### config.mk
export PLATFORM = sky130hd
export DESIGN_NAME = led_slot_timing_config
export DESIGN_NICKNAME = d
export VERILOG_FILES = /design/src/led_slot_pkg.sv /design/src/led_slot_timing_config.sv /design/src/pulse_train_seq.sv
export SDC_FILE = /design/constraint.sdc
export NUM_CORES = 1
export LEC_CHECK = 0
export BUFFER_PORTS_ARGS = -buffer_cell sky130_fd_sc_hd__buf_4
export CAP_MARGIN = 20
export CORE_ASPECT_RATIO = 1.4
export CORE_UTILIZATION = 40
export DETAILED_ROUTE_END_ITERATION = 10
export PLACE_DENSITY_LB_ADDON = 0.08
export RECOVER_POWER = 25
export SYNTH_ARGS = -nofsm -noshare
export SYNTH_HDL_FRONTEND = slang
export SYNTH_SLANG_ARGS = --single-unit
### constraint.sdc
create_clock -name ref_clk -period 10.8 [get_ports ref_clk]
set_input_delay 1.08 -clock ref_clk [delete_from_list [all_inputs] [get_ports ref_clk]]
set_output_delay 1.08 -clock ref_clk [all_outputs]
set_load 0.01 [all_outputs]
### src/led_slot_pkg.sv
// constants, register map and carrier types for the led slot timing block
// assumes a 32-bit ahb-lite slave port and a 125 MHz ref_clk
package led_slot_pkg;
    // register indices as printed; byte address is four times the index
    localparam logic [7:0] IDX_SLOT_A_TRAIN = 8'h31;
    localparam logic [7:0] IDX_SUPPRESS = 8'h34;
    localparam logic [7:0] IDX_SLOT_B_SHAPE = 8'h35;
    localparam logic [7:0] IDX_SLOT_B_TRAIN = 8'h36;
    localparam logic [7:0] IDX_SHUTDOWN_EXT = 8'h37;
    localparam logic [7:0] IDX_GLOBAL_CFG = 8'h3C;
    localparam logic [7:0] IDX_SLOT_CTRL = 8'h3D;
    localparam logic [7:0] IDX_SLOT_STATUS = 8'h3E;
    localparam logic [7:0] IDX_SLOT_A_SHAPE = 8'h3F;
    localparam logic [7:0] IDX_BIAS_OVR = 8'h40;

    // reset values
    localparam logic [15:0] RST_TRAIN = 16'h0818;
    localparam logic [15:0] RST_SHAPE = 16'h0320;
    localparam logic [15:0] RST_SUPPRESS = 16'h0000;
    localparam logic [15:0] RST_SHUTDOWN_EXT = 16'h0000;
    localparam logic [15:0] RST_GLOBAL_CFG = 16'h3006;
    localparam logic [15:0] RST_BIAS_OVR = 16'h0020;

    // field positions
    localparam int COUNT_LSB = 8;
    localparam int SPACING_LSB = 0;
    localparam int WIDTH_LSB = 8;
    localparam int DELAY_LSB = 0;
    localparam int LIGHT_OFF_A_BIT = 8;
    localparam int LIGHT_OFF_B_BIT = 9;
    localparam int EXT_A_LSB = 0;
    localparam int EXT_B_LSB = 8;
    localparam int SECOND_CH_LSB = 10;
    localparam int UPPER_CH_LSB = 13;
    localparam int FRONTEND_LSB = 3;
    localparam int CATHODE_BIT = 9;
    localparam int OVR_EN_BIT = 7;
    localparam int OVR_A_LSB = 8;
    localparam int OVR_B_LSB = 10;
    localparam int OVR_SLEEP_LSB = 12;

    // timing: one microsecond step at ref_clk rate
    localparam int CLK_MHZ = 125;
    localparam int STEP_NS = 1000;
    localparam int CLK_PERIOD_NS = 8;
    localparam int STEP_CYCLES = STEP_NS / CLK_PERIOD_NS;

    // slot selector
    typedef enum logic [1:0] {
        SLOT_IDLE = 2'b00,
        SLOT_A = 2'b01,
        SLOT_B = 2'b10
    } slot_sel_t;

    // pulse train settings handed to the sequencer
    typedef struct packed {
        logic [7:0] count;
        logic [9:0] spacing;
        logic [4:0] length;
        logic [7:0] delay;
        logic light_off;
    } train_cfg_t;

    // analogue power-down and bias controls
    typedef struct packed {
        logic [2:0] ch1_off;
        logic [2:0] ch2_off;
        logic [2:0] ch34_off;
        logic [1:0] cathode_a;
        logic [1:0] cathode_b;
        logic [1:0] cathode_sleep;
        logic cathode_high;
        logic override;
    } afe_ctrl_t;
endpackage : led_slot_pkg

### src/led_slot_timing_config.sv
// register bank and slot timing for the two led time slots
// assumes an ahb-lite master on ref_clk, single word transfers only
//
// Register access over AHB-Lite was chosen for this implementation.
`timescale 1ns/100ps
// Summary of operation
// (RULE_01) slot A emits count pulses from bits 15:8, reset 8.
// (RULE_02) slot A pulses spaced by bits 7:0 microseconds, reset 0x18.
// (RULE_03) bit 9 suppresses slot B led current, driver stays on.
// (RULE_04) bit 8 suppresses slot A led current, slot keeps running.
// (RULE_05) suppressed slots still sample; only pulsed current stops.
// (RULE_06) software uses slot enable, not suppress bits, to stop slots.
// (RULE_07) software may suppress both leds for dark readings.
// (RULE_08) slot B pulse width from bits 12:8 microseconds, reset 3.
// (RULE_09) slot B first pulse delayed by bits 7:0, reset 0x20.
// (RULE_10) slot B emits count pulses from bits 15:8, reset 8.
// (RULE_11) slot B pulses spaced by bits 7:0 microseconds, reset 0x18.
// (RULE_12) bits 9:8 of extension register are slot B spacing msbs.
// (RULE_13) bits 1:0 of extension register are slot A spacing msbs.
// (RULE_14) bits 15:13 power down shared channel 3/4 amplifiers.
// (RULE_15) bits 12:10 power down channel 2 amplifiers.
// (RULE_16) bits 8:3 power down channel 1 and channels 2-4 amplifiers.
// (RULE_17) bit 9 selects cathode bias 1.3 V or 1.8 V.
// (RULE_18) override enable replaces cathode bit with per-slot settings.
// (RULE_19) software writes reserved fields with fixed values only.
// (RULE_20) pulse k starts at offset plus k times period, lasts width.
module led_slot_timing_config
    import led_slot_pkg::*;
(
    input wire logic ref_clk,
    input wire logic rst_n,
    input wire logic hsel,
    input wire logic [31:0] haddr,
    input wire logic [1:0] htrans,
    input wire logic hwrite,
    input wire logic [2:0] hsize,
    input wire logic [31:0] hwdata,
    input wire logic hready,
    output logic [31:0] hrdata,
    output logic hreadyout,
    output logic hresp,
    input wire logic slot_a_start,
    input wire logic slot_b_start,
    input wire logic sleep_mode,
    output logic led_a_pulse,
    output logic led_b_pulse,
    output logic driver_a_on,
    output logic driver_b_on,
    output led_slot_pkg::afe_ctrl_t afe_ctrl,
    output logic [1:0] cathode_sel,
    output led_slot_pkg::slot_sel_t active_slot
);
    import led_slot_pkg::*;

    // register storage
    logic [15:0] a_train_reg;
    logic [15:0] suppress_reg;
    logic [15:0] b_shape_reg;
    logic [15:0] b_train_reg;
    logic [15:0] ext_reg;
    logic [15:0] global_reg;
    logic [15:0] a_shape_reg;
    logic [15:0] bias_reg;
    logic [1:0] ctrl_reg;

    // ahb data phase capture
    logic wr_pend_reg;
    logic [7:0] wr_idx_reg;
    logic [31:0] rdata_reg;

    // synchronised slot triggers and sleep
    logic [2:0] sync1_reg;
    logic [2:0] sync2_reg;

    // microsecond tick divider
    logic [6:0] div_reg;
    logic us_tick;

    wire access_ok;
    wire [7:0] addr_idx;
    wire addr_aligned;
    logic [31:0] rd_mux;
    wire a_busy;
    wire b_busy;
    wire a_go;
    wire b_go;
    train_cfg_t a_cfg;
    train_cfg_t b_cfg;

    // address decode: word index from byte address
    assign access_ok = hsel && hready && htrans[1];
    assign addr_idx = haddr[9:2];
    assign addr_aligned = (haddr[1:0] == 2'h0) && (haddr[31:10] == 22'h000000);

    // read mux; unmapped reads return zero
    always_comb begin
        rd_mux = 32'h00000000;
        if (addr_aligned) begin
            unique case (addr_idx)
                IDX_SLOT_A_TRAIN: rd_mux = {16'h0000, a_train_reg};
                IDX_SUPPRESS: rd_mux = {16'h0000, suppress_reg};
                IDX_SLOT_B_SHAPE: rd_mux = {16'h0000, b_shape_reg};
                IDX_SLOT_B_TRAIN: rd_mux = {16'h0000, b_train_reg};
                IDX_SHUTDOWN_EXT: rd_mux = {16'h0000, ext_reg};
                IDX_GLOBAL_CFG: rd_mux = {16'h0000, global_reg};
                IDX_SLOT_CTRL: rd_mux = {30'h00000000, ctrl_reg};
                IDX_SLOT_STATUS: rd_mux = {30'h00000000, b_busy, a_busy};
                IDX_SLOT_A_SHAPE: rd_mux = {16'h0000, a_shape_reg};
                IDX_BIAS_OVR: rd_mux = {16'h0000, bias_reg};
                default: rd_mux = 32'h00000000;
            endcase
        end
    end

    // address phase: latch write target, read data ready for data phase
    always_ff @(posedge ref_clk or negedge rst_n) begin
        if (!rst_n) begin
            wr_pend_reg <= 1'b0;
            wr_idx_reg <= 8'h00;
            rdata_reg <= 32'h00000000;
        end else begin
            wr_pend_reg <= access_ok && hwrite && addr_aligned;
            wr_idx_reg <= addr_idx;
            if (access_ok && !hwrite) begin
                rdata_reg <= rd_mux;
            end
        end
    end

    // data phase writes; unmapped writes are dropped
    always_ff @(posedge ref_clk or negedge rst_n) begin
        if (!rst_n) begin
            a_train_reg <= RST_TRAIN;
            suppress_reg <= RST_SUPPRESS;
            b_shape_reg <= RST_SHAPE;
            b_train_reg <= RST_TRAIN;
            ext_reg <= RST_SHUTDOWN_EXT;
            global_reg <= RST_GLOBAL_CFG;
            a_shape_reg <= RST_SHAPE;
            bias_reg <= RST_BIAS_OVR;
            ctrl_reg <= 2'h3;
        end else if (wr_pend_reg) begin
            unique case (wr_idx_reg)
                IDX_SLOT_A_TRAIN: a_train_reg <= hwdata[15:0];
                IDX_SUPPRESS: suppress_reg <= hwdata[15:0];
                IDX_SLOT_B_SHAPE: b_shape_reg <= hwdata[15:0];
                IDX_SLOT_B_TRAIN: b_train_reg <= hwdata[15:0];
                IDX_SHUTDOWN_EXT: ext_reg <= hwdata[15:0];
                IDX_GLOBAL_CFG: global_reg <= hwdata[15:0];
                IDX_SLOT_CTRL: ctrl_reg <= hwdata[1:0];
                IDX_SLOT_A_SHAPE: a_shape_reg <= hwdata[15:0];
                IDX_BIAS_OVR: bias_reg <= hwdata[15:0];
                default: ctrl_reg <= ctrl_reg;
            endcase
        end
    end

    // zero wait states, always okay
    assign hreadyout = 1'b1;
    assign hresp = 1'b0;
    assign hrdata = rdata_reg;

    // two-stage synchronisers for external triggers and sleep
    always_ff @(posedge ref_clk or negedge rst_n) begin
        if (!rst_n) begin
            sync1_reg <= 3'h0;
            sync2_reg <= 3'h0;
        end else begin
            sync1_reg <= {sleep_mode, slot_b_start, slot_a_start};
            sync2_reg <= sync1_reg;
        end
    end

    // one microsecond enable from ref_clk
    always_ff @(posedge ref_clk or negedge rst_n) begin
        if (!rst_n) begin
            div_reg <= 7'h00;
        end else if (div_reg == 7'(STEP_CYCLES - 1)) begin
            div_reg <= 7'h00;
        end else begin
            div_reg <= div_reg + 7'h01;
        end
    end
    assign us_tick = (div_reg == 7'(STEP_CYCLES - 1));

    // slot A train settings
    assign a_cfg.count = a_train_reg[COUNT_LSB +: 8]; // RULE_01
    assign a_cfg.spacing = {ext_reg[EXT_A_LSB +: 2], a_train_reg[SPACING_LSB +: 8]}; // RULE_02 RULE_13
    assign a_cfg.length = a_shape_reg[WIDTH_LSB +: 5];
    assign a_cfg.delay = a_shape_reg[DELAY_LSB +: 8];
    assign a_cfg.light_off = suppress_reg[LIGHT_OFF_A_BIT]; // RULE_04

    // slot B train settings
    assign b_cfg.count = b_train_reg[COUNT_LSB +: 8]; // RULE_10
    assign b_cfg.spacing = {ext_reg[EXT_B_LSB +: 2], b_train_reg[SPACING_LSB +: 8]}; // RULE_11 RULE_12
    assign b_cfg.length = b_shape_reg[WIDTH_LSB +: 5]; // RULE_08
    assign b_cfg.delay = b_shape_reg[DELAY_LSB +: 8]; // RULE_09
    assign b_cfg.light_off = suppress_reg[LIGHT_OFF_B_BIT]; // RULE_03

    // slot enables gate the start triggers; slot B waits for slot A
    assign a_go = ctrl_reg[0] && sync2_reg[0] && !b_busy;
    assign b_go = ctrl_reg[1] && sync2_reg[1] && !a_busy && !a_go; // same-cycle requests go to slot A

    // slot A sequencer
    pulse_train_seq u_slot_a (
        .ref_clk(ref_clk),
        .rst_n(rst_n),
        .us_tick(us_tick),
        .start(a_go),
        .cfg(a_cfg),
        .led_pulse(led_a_pulse),
        .busy(a_busy)
    );

    // slot B sequencer
    pulse_train_seq u_slot_b (
        .ref_clk(ref_clk),
        .rst_n(rst_n),
        .us_tick(us_tick),
        .start(b_go),
        .cfg(b_cfg),
        .led_pulse(led_b_pulse),
        .busy(b_busy)
    );

    // drivers stay powered while their slot runs, even when suppressed
    assign driver_a_on = a_busy; // RULE_04 RULE_05
    assign driver_b_on = b_busy; // RULE_03 RULE_05
    assign active_slot = a_busy ? SLOT_A : (b_busy ? SLOT_B : SLOT_IDLE);

    // analogue power-down controls
    assign afe_ctrl.ch1_off = global_reg[FRONTEND_LSB +: 3]; // RULE_16
    assign afe_ctrl.ch2_off = ext_reg[SECOND_CH_LSB +: 3] | global_reg[FRONTEND_LSB + 3 +: 3]; // RULE_15 RULE_16
    assign afe_ctrl.ch34_off = ext_reg[UPPER_CH_LSB +: 3] | global_reg[FRONTEND_LSB + 3 +: 3]; // RULE_14 RULE_16
    assign afe_ctrl.cathode_a = bias_reg[OVR_A_LSB +: 2];
    assign afe_ctrl.cathode_b = bias_reg[OVR_B_LSB +: 2];
    assign afe_ctrl.cathode_sleep = bias_reg[OVR_SLEEP_LSB +: 2];
    assign afe_ctrl.cathode_high = global_reg[CATHODE_BIT]; // RULE_17
    assign afe_ctrl.override = bias_reg[OVR_EN_BIT]; // RULE_18

    // effective cathode code: 2'b00 high bias, 2'b01 equal to anode
    always_comb begin
        cathode_sel = global_reg[CATHODE_BIT] ? 2'h0 : 2'h1; // RULE_17
        if (bias_reg[OVR_EN_BIT]) begin
            if (sync2_reg[2]) begin
                cathode_sel = bias_reg[OVR_SLEEP_LSB +: 2]; // RULE_18
            end else if (b_busy) begin
                cathode_sel = bias_reg[OVR_B_LSB +: 2]; // RULE_18
            end else begin
                cathode_sel = bias_reg[OVR_A_LSB +: 2]; // RULE_18
            end
        end
    end
endmodule : led_slot_timing_config

### src/pulse_train_seq.sv
// one slot's led pulse train sequencer
// assumes a one-cycle microsecond tick from the parent
`timescale 1ns/100ps
module pulse_train_seq
    import led_slot_pkg::*;
(
    input wire logic ref_clk,
    input wire logic rst_n,
    input wire logic us_tick,
    input wire logic start,
    input wire led_slot_pkg::train_cfg_t cfg,
    output logic led_pulse,
    output logic busy
);
    import led_slot_pkg::*;

    logic [17:0] us_reg;
    logic [17:0] us_next;
    logic [7:0] idx_reg;
    logic [7:0] idx_next;
    logic running_reg;
    logic pulse_reg;
    logic [17:0] start_us;
    logic [17:0] end_us;
    wire last_done;
    wire in_pulse;

    // pulse k starts at delay + k*spacing and lasts length microseconds
    assign start_us = 18'(cfg.delay) + 18'(idx_reg) * 18'(cfg.spacing); // RULE_20 RULE_09
    assign end_us = start_us + 18'(cfg.length); // RULE_08
    assign in_pulse = running_reg && (us_reg >= start_us) && (us_reg < end_us) && (cfg.length != 5'h00);
    assign last_done = (us_reg >= end_us) && ((idx_reg + 8'h01) >= cfg.count); // RULE_01 RULE_10
    assign us_next = us_reg + 18'h00001;
    assign idx_next = (us_reg >= end_us) ? idx_reg + 8'h01 : idx_reg; // RULE_02 RULE_11

    // microsecond timeline and pulse index
    always_ff @(posedge ref_clk or negedge rst_n) begin
        if (!rst_n) begin
            us_reg <= 18'h00000;
            idx_reg <= 8'h00;
            running_reg <= 1'b0;
        end else if (start && !running_reg) begin
            us_reg <= 18'h00000;
            idx_reg <= 8'h00;
            running_reg <= (cfg.count != 8'h00);
        end else if (running_reg && us_tick) begin
            us_reg <= us_next;
            idx_reg <= idx_next;
            running_reg <= !last_done;
        end
    end

    // led drive: slot keeps timing but light is suppressed
    always_ff @(posedge ref_clk or negedge rst_n) begin
        if (!rst_n) begin
            pulse_reg <= 1'b0;
        end else begin
            pulse_reg <= in_pulse && !cfg.light_off; // RULE_05
        end
    end

    assign led_pulse = pulse_reg;
    assign busy = running_reg;
endmodule : pulse_train_seq

======== Word-level counts from Yosys, hierarchy flattened ========
Cells that the tools add are included.
word-level totals
  input bits .............................. 77
  flip-flop bits (word level) ............. 240
  output and inout bits ................... 59
  logic and storage cells ................. 141
operators by class
  add/sub/neg operators ................... 9
  bitwise operators ....................... 2
  multiply operators ...................... 2
  $lt $le $gt $ge ......................... 8
  equal/unequal tests ..................... 20
  reductions and logical operators ........ 54
  muxes and demuxes ....................... 23
operator list
  operator                 number
  $pmux W16 S10            1
  $eq A8 B6 Y1 const B     17
  $ge A18 B18 Y1           4
  $mux W18                 4
  $mux W8                  6
  $add A18 B1 Y18 const B  2
  $add A18 B5 Y18          2
  $add A8 B18 Y18          2
  $lt A18 B18 Y1           2
  $mul A8 B10 Y18          2
  $mux W32                 1
  $logic_and A1 B1 Y1      25
  $logic_not A22 Y1        1
  $reduce_and A2 Y1        11
  $add A8 B1 Y8 const B    2
  $eq A8 B7 Y1 const B     2
  $ge A8 B8 Y1             2
  $reduce_bool A8 Y1       2
  $mux W2                  5
  $reduce_bool A5 Y1       2
  $logic_not A1 Y1         8
  $reduce_bool A2 Y1       4
  $add A7 B1 Y7 const B    1
  $eq A7 B7 Y1 const B     1
  other kinds (4)          9

======== Logic depth before layout (Yosys ltp) ========
  depth in word-level cells ............... 8
  depth in mapped cells ................... 29
  depth with buffers taken out ............ 27

======== Hierarchy ========
A second synthesis with hierarchy kept.
unflattened totals
  cells, all modules ...................... 1888
  area total of the unflattened synthesis .. 19003.2 µm²
modules (own cells, without submodules)
  module                      times used  seq. area each (µm²)  area an instance (µm²)  cells an instance
  led_slot_timing_config      1           4227.8                7708.6                  573
  pulse_train_seq (u_slot_a)  1           700.7                 5672.9                  665
  pulse_train_seq (u_slot_b)  1           700.7                 5621.6                  650

======== Worst setup path after synthesis ========
Ideal clock, no wire load.
  path kind ............................... reg2reg
  start ................................... register b_train_reg[3]
  end ..................................... register u_slot_b.idx_reg[1]
  arrival time ............................ 6846 ps
  setup slack ............................. 3822 ps
  clock period less this slack ............ 6978 ps
  library setup time ...................... 132 ps
  path buffers ............................ 2
  stages on the path, launching flop included .. 28
  data required time ...................... 10668 ps
  cell sequence ........................... dfstp_2 clkbuf_1 nand2_1 fa_1 inv_1 fa_1 ha_1 inv_1 fa_1 inv_1 fa_1 a211oi_2 nor3b_1 o21a_1 o21a_1 or4_4 or4_4 nor4b_4 xor2_1 ha_1 a21o_1 a21oi_1 o31a_1 o21ai_0 o221ai_1 clkbuf_1 mux2i_1 nor2_1
between the ends
  cells in the longest elaborated chain, start to end .. 6
RTL lines
  item                                 RTL line                       RTL
  start: declaration                   led_slot_timing_config.sv:59   logic [15:0] b_train_reg;
  start signal: assignment             led_slot_timing_config.sv:147  IDX_SLOT_B_TRAIN: b_train_reg <= hwdata[15:0];
  $mul A8 B10 Y18                      pulse_train_seq.sv:29          assign start_us = 18'(cfg.delay) + 18'(idx_reg) * 18'(cfg.spacing);
  $add A8 B18 Y18                      pulse_train_seq.sv:29
  $add A18 B5 Y18                      pulse_train_seq.sv:30          assign end_us = start_us + 18'(cfg.length);
  $ge A18 B18 Y1                       pulse_train_seq.sv:34          assign idx_next = (us_reg >= end_us) ? idx_reg + 8'h01 : idx_reg;
  $reduce_bool A2 Y1 (no source line)  --
  $reduce_and A2 Y1 (no source line)   --
  end signal: assignment               pulse_train_seq.sv:48          idx_reg <= idx_next;
  end: declaration                     pulse_train_seq.sv:19          logic [7:0] idx_reg;
Every way passes these cells.
A chain may end at the register's enable or synchronous reset.

======== Worst setup path in the final report ========
  start ................................... register u_slot_a.idx_reg[7]
  end ..................................... register u_slot_a.idx_reg[4]
between the ends
  cells in the longest elaborated chain, start to end .. 6
RTL lines
  item                                 RTL line
  start: declaration                   pulse_train_seq.sv:19
  start signal: assignment             pulse_train_seq.sv:48
  $mul A8 B10 Y18                      pulse_train_seq.sv:29
  $add A8 B18 Y18                      pulse_train_seq.sv:29
  $add A18 B5 Y18                      pulse_train_seq.sv:30
  $ge A18 B18 Y1                       pulse_train_seq.sv:34
  $reduce_bool A2 Y1 (no source line)  --
  $reduce_and A2 Y1 (no source line)   --
Every way passes these cells.

==> flow_metrics.tcl <==
set metrics [dict create \
    cap_violations 3 \
    antenna_found_initial 1 \
    area_delta_synth_final_pct 10.7 \
    vias 13600 \
    worst_setup_path_end_kind "register" \
    hold_path.class "register to register" \
    synth.area.top_cells "dfrtp_1, ha_1, fa_1, mux2_2, inv_1" \
    syn_inst 1905 \
    core_area_mm2 0.0463 \
    synth.top_cell.area_share_pct 27.2 \
    tightest_slew_ns 5.14 \
    drc 0 \
    synth-async-reset-ratio_pct 100 \
    cts.sinks 224 \
    peakVddDrop_mv 0.120 \
    final_cell_mix "inv_1, dfrtp_1, ha_1" \
    final-setup-viol-count 0 \
    finalCritPeriodShare_pct 73.2 \
    ys_seq_elements 224 \
    power_density_mw_per_mm2 92.7 \
    grt_pass1_wl_um 81600 \
    violations "capacitance limit, slew limit" \
    ys_types 68 \
    cp.arrival_ns 8.38 \
    fin_crit_ns 7.91 \
    wl_um 51900 \
    cts_setup_buffers 0 \
    cts_buffers 26 \
    drt_first_pass_iters 4 \
    syn-cell-area_mm2 0.0188 \
    critPathLaunchType "register" \
    timing.hold.ws_ns 0.341 \
    hold_buffers 0 \
    cts-root-buf "clkbuf_16" \
    place_hpwl_um 40400 \
    cts-htree-levels 1 \
    clock.fmax_mhz 126 \
    final.fill_count 4567 \
    ctsResizeCount 0 \
    synth.avg_cell_area_um2 9.89 \
    fp.dieW_um 185 \
    final_common_cell "inv_1" \
    rows 93 \
    clk_latency_ns 0.56 \
    grt_overflow_total 0 \
    clock_path_buffers 3 \
    drtIter0Drc 511 \
    cellLeakagePower_nw 10.4 \
    relSlewSlack_pct -242 \
    ant_nets 0 \
    clkTransAtPathRegs_ns 0.06 \
    drive_gt1_share_pct 15.9 \
    die_h_um 259 \
    cts_tree "built" \
    wire_per_inst_um 20.1 \
    die_area_mm2 0.0480 \
    ys_seq_area_share_pct 29.9 \
    synth_warnings 0 \
    ios 136 \
    start_util_pct 40.7 \
    status "complete, but fails checks" \
    nNetsFinal 2324 \
    finalNonFillerCells 2587 \
    grt_pass1_vias 14300 \
    synth_edf_count 0 \
    cp_max_fo 12 \
    rsz0062_at_grt "false" \
    finalSetupTns_ns 0 \
    viasPerCell 5.27 \
    port_buffers 97 \
    fin_skew_ns 0.0211 \
    place.gp.congestion 0.826 \
    yosys.area.top_type "dfrtp_1" \
    synth_flop_cell "dfrtp_1" \
    hold_viol 0 \
    track_usage_pct 22.2 \
    slew_viol_final 140 \
    critical_path_required_ns 11.27 \
    critPathKind "register to register" \
    grt_max_degree 91 \
    place_inst 2535 \
]
## Yosys cell counts (17+ instances only)
master / instances
a21o_1: 42
a21oi_1: 63
a22oi_1: 31
and2_1: 113
and3_1: 17
buf_4: 30
clkbuf_1: 75
dfrtp_1: 205
dfstp_2: 19
fa_1: 114
ha_1: 184
inv_1: 224
mux2_2: 115
nand2_1: 142
nand3_1: 32
nand4_1: 20
nor2_1: 80
nor3_1: 21
o21ai_0: 60
xnor2_1: 49
xor2_1: 55
## worst max-delay path, stage by stage (launching register included)
cell	delay [ns]
dfrtp_1	0.68
nand2_1	0.16
fa_1	0.52
fa_1	0.55
inv_1	0.06
fa_1	0.53
inv_1	0.06
fa_1	0.55
inv_1	0.05
ha_1	0.35
and3_1	0.20
a22oi_1	0.30
a21oi_1	0.13
xor2_1	0.39
inv_1	0.16
or4_1	0.63
nor3_1	0.21
xnor2_1	0.17
ha_1	0.28
a21o_1	0.18
a21o_1	0.16
a21oi_1	0.13
o21ai_0	0.13
a21oi_1	0.47
a21oi_1	0.33
a21bo_2	0.29
a21oi_1	0.13
## worst paths after layout
kind                                          start                   to  slack [ns]  cells past startpoint
worst max-delay path            u_slot_a.idx_reg[7]  u_slot_a.idx_reg[4]        2.89                     26
worst min-delay path                   sync1_reg[2]         sync2_reg[2]        0.34                      0
worst max register to register  u_slot_a.idx_reg[7]  u_slot_a.idx_reg[4]        2.89                     26
worst min register to register         sync1_reg[2]         sync2_reg[2]        0.34                      0
max in group asynchronous                     rst_n   u_slot_b.us_reg[4]        5.55                      1
min in group asynchronous                     rst_n  u_slot_a.us_reg[15]        2.38                      1
## per-stage QoR
step	setup slack, ns	util (%)	cell area [um2]	total power [mW]
finish	2.89	45.1	20900	1.94
global route	2.44	45.1	20900	2.01
CTS	2.81	45.0	20900	1.96
detailed placement	2.84	43.2	20000	1.08
global placement	2.90	43.2	20000	1.08
floorplan	3.82	-	18900	0.986
## power breakdown
| part | internal [mW] | switching, mW | total, mW | leakage [nW] |
|---|---|---|---|---|
| combinational | 0.0697 | 0.0923 | 0.162 | 7.20 |
| clock | 0.508 | 0.368 | 0.876 | 0.411 |
| sequential | 0.860 | 0.0381 | 0.898 | 2.82 |
## metal layers
layer,track usage (%),routed length [um],vias to the layer above
met5,0,0,-
met4,6.98,1500,0
met3,1.91,1150,66
met2,43.3,29000,170
met1,24.8,20200,6899
li1,-,-,6508
## cells by family after synthesis
group / count (synthesis) / share of synthesized area, %
AO/OA/AOI/OAI: 289 / 10.2
buffers and inverters: 334 / 7.26
multiplexers: 141 / 9.25
other: 2 / 0.0398
adder cells (fa/ha/maj): 298 / 24.3
AND/OR/NAND/NOR: 513 / 14.2
XOR/XNOR: 104 / 4.83
flip-flops: 224 / 29.9
## layout make-up
cell class                      instances  area, um2  share of cell area [%]
Antenna cell                            1       2.50                  0.0120
Clock buffer                           42        761                    3.64
Clock inverter                          6       83.8                   0.402
Inverter                              224        841                    4.03
Multi-Input combinational cell       1363      12000                    57.3
Sequential cell                       224       5630                    27.0
Tap cell                              617        772                    3.70
Timing Repair Buffer                  110        828                    3.97
Note: power is estimated with default switching activity, not from simulation.
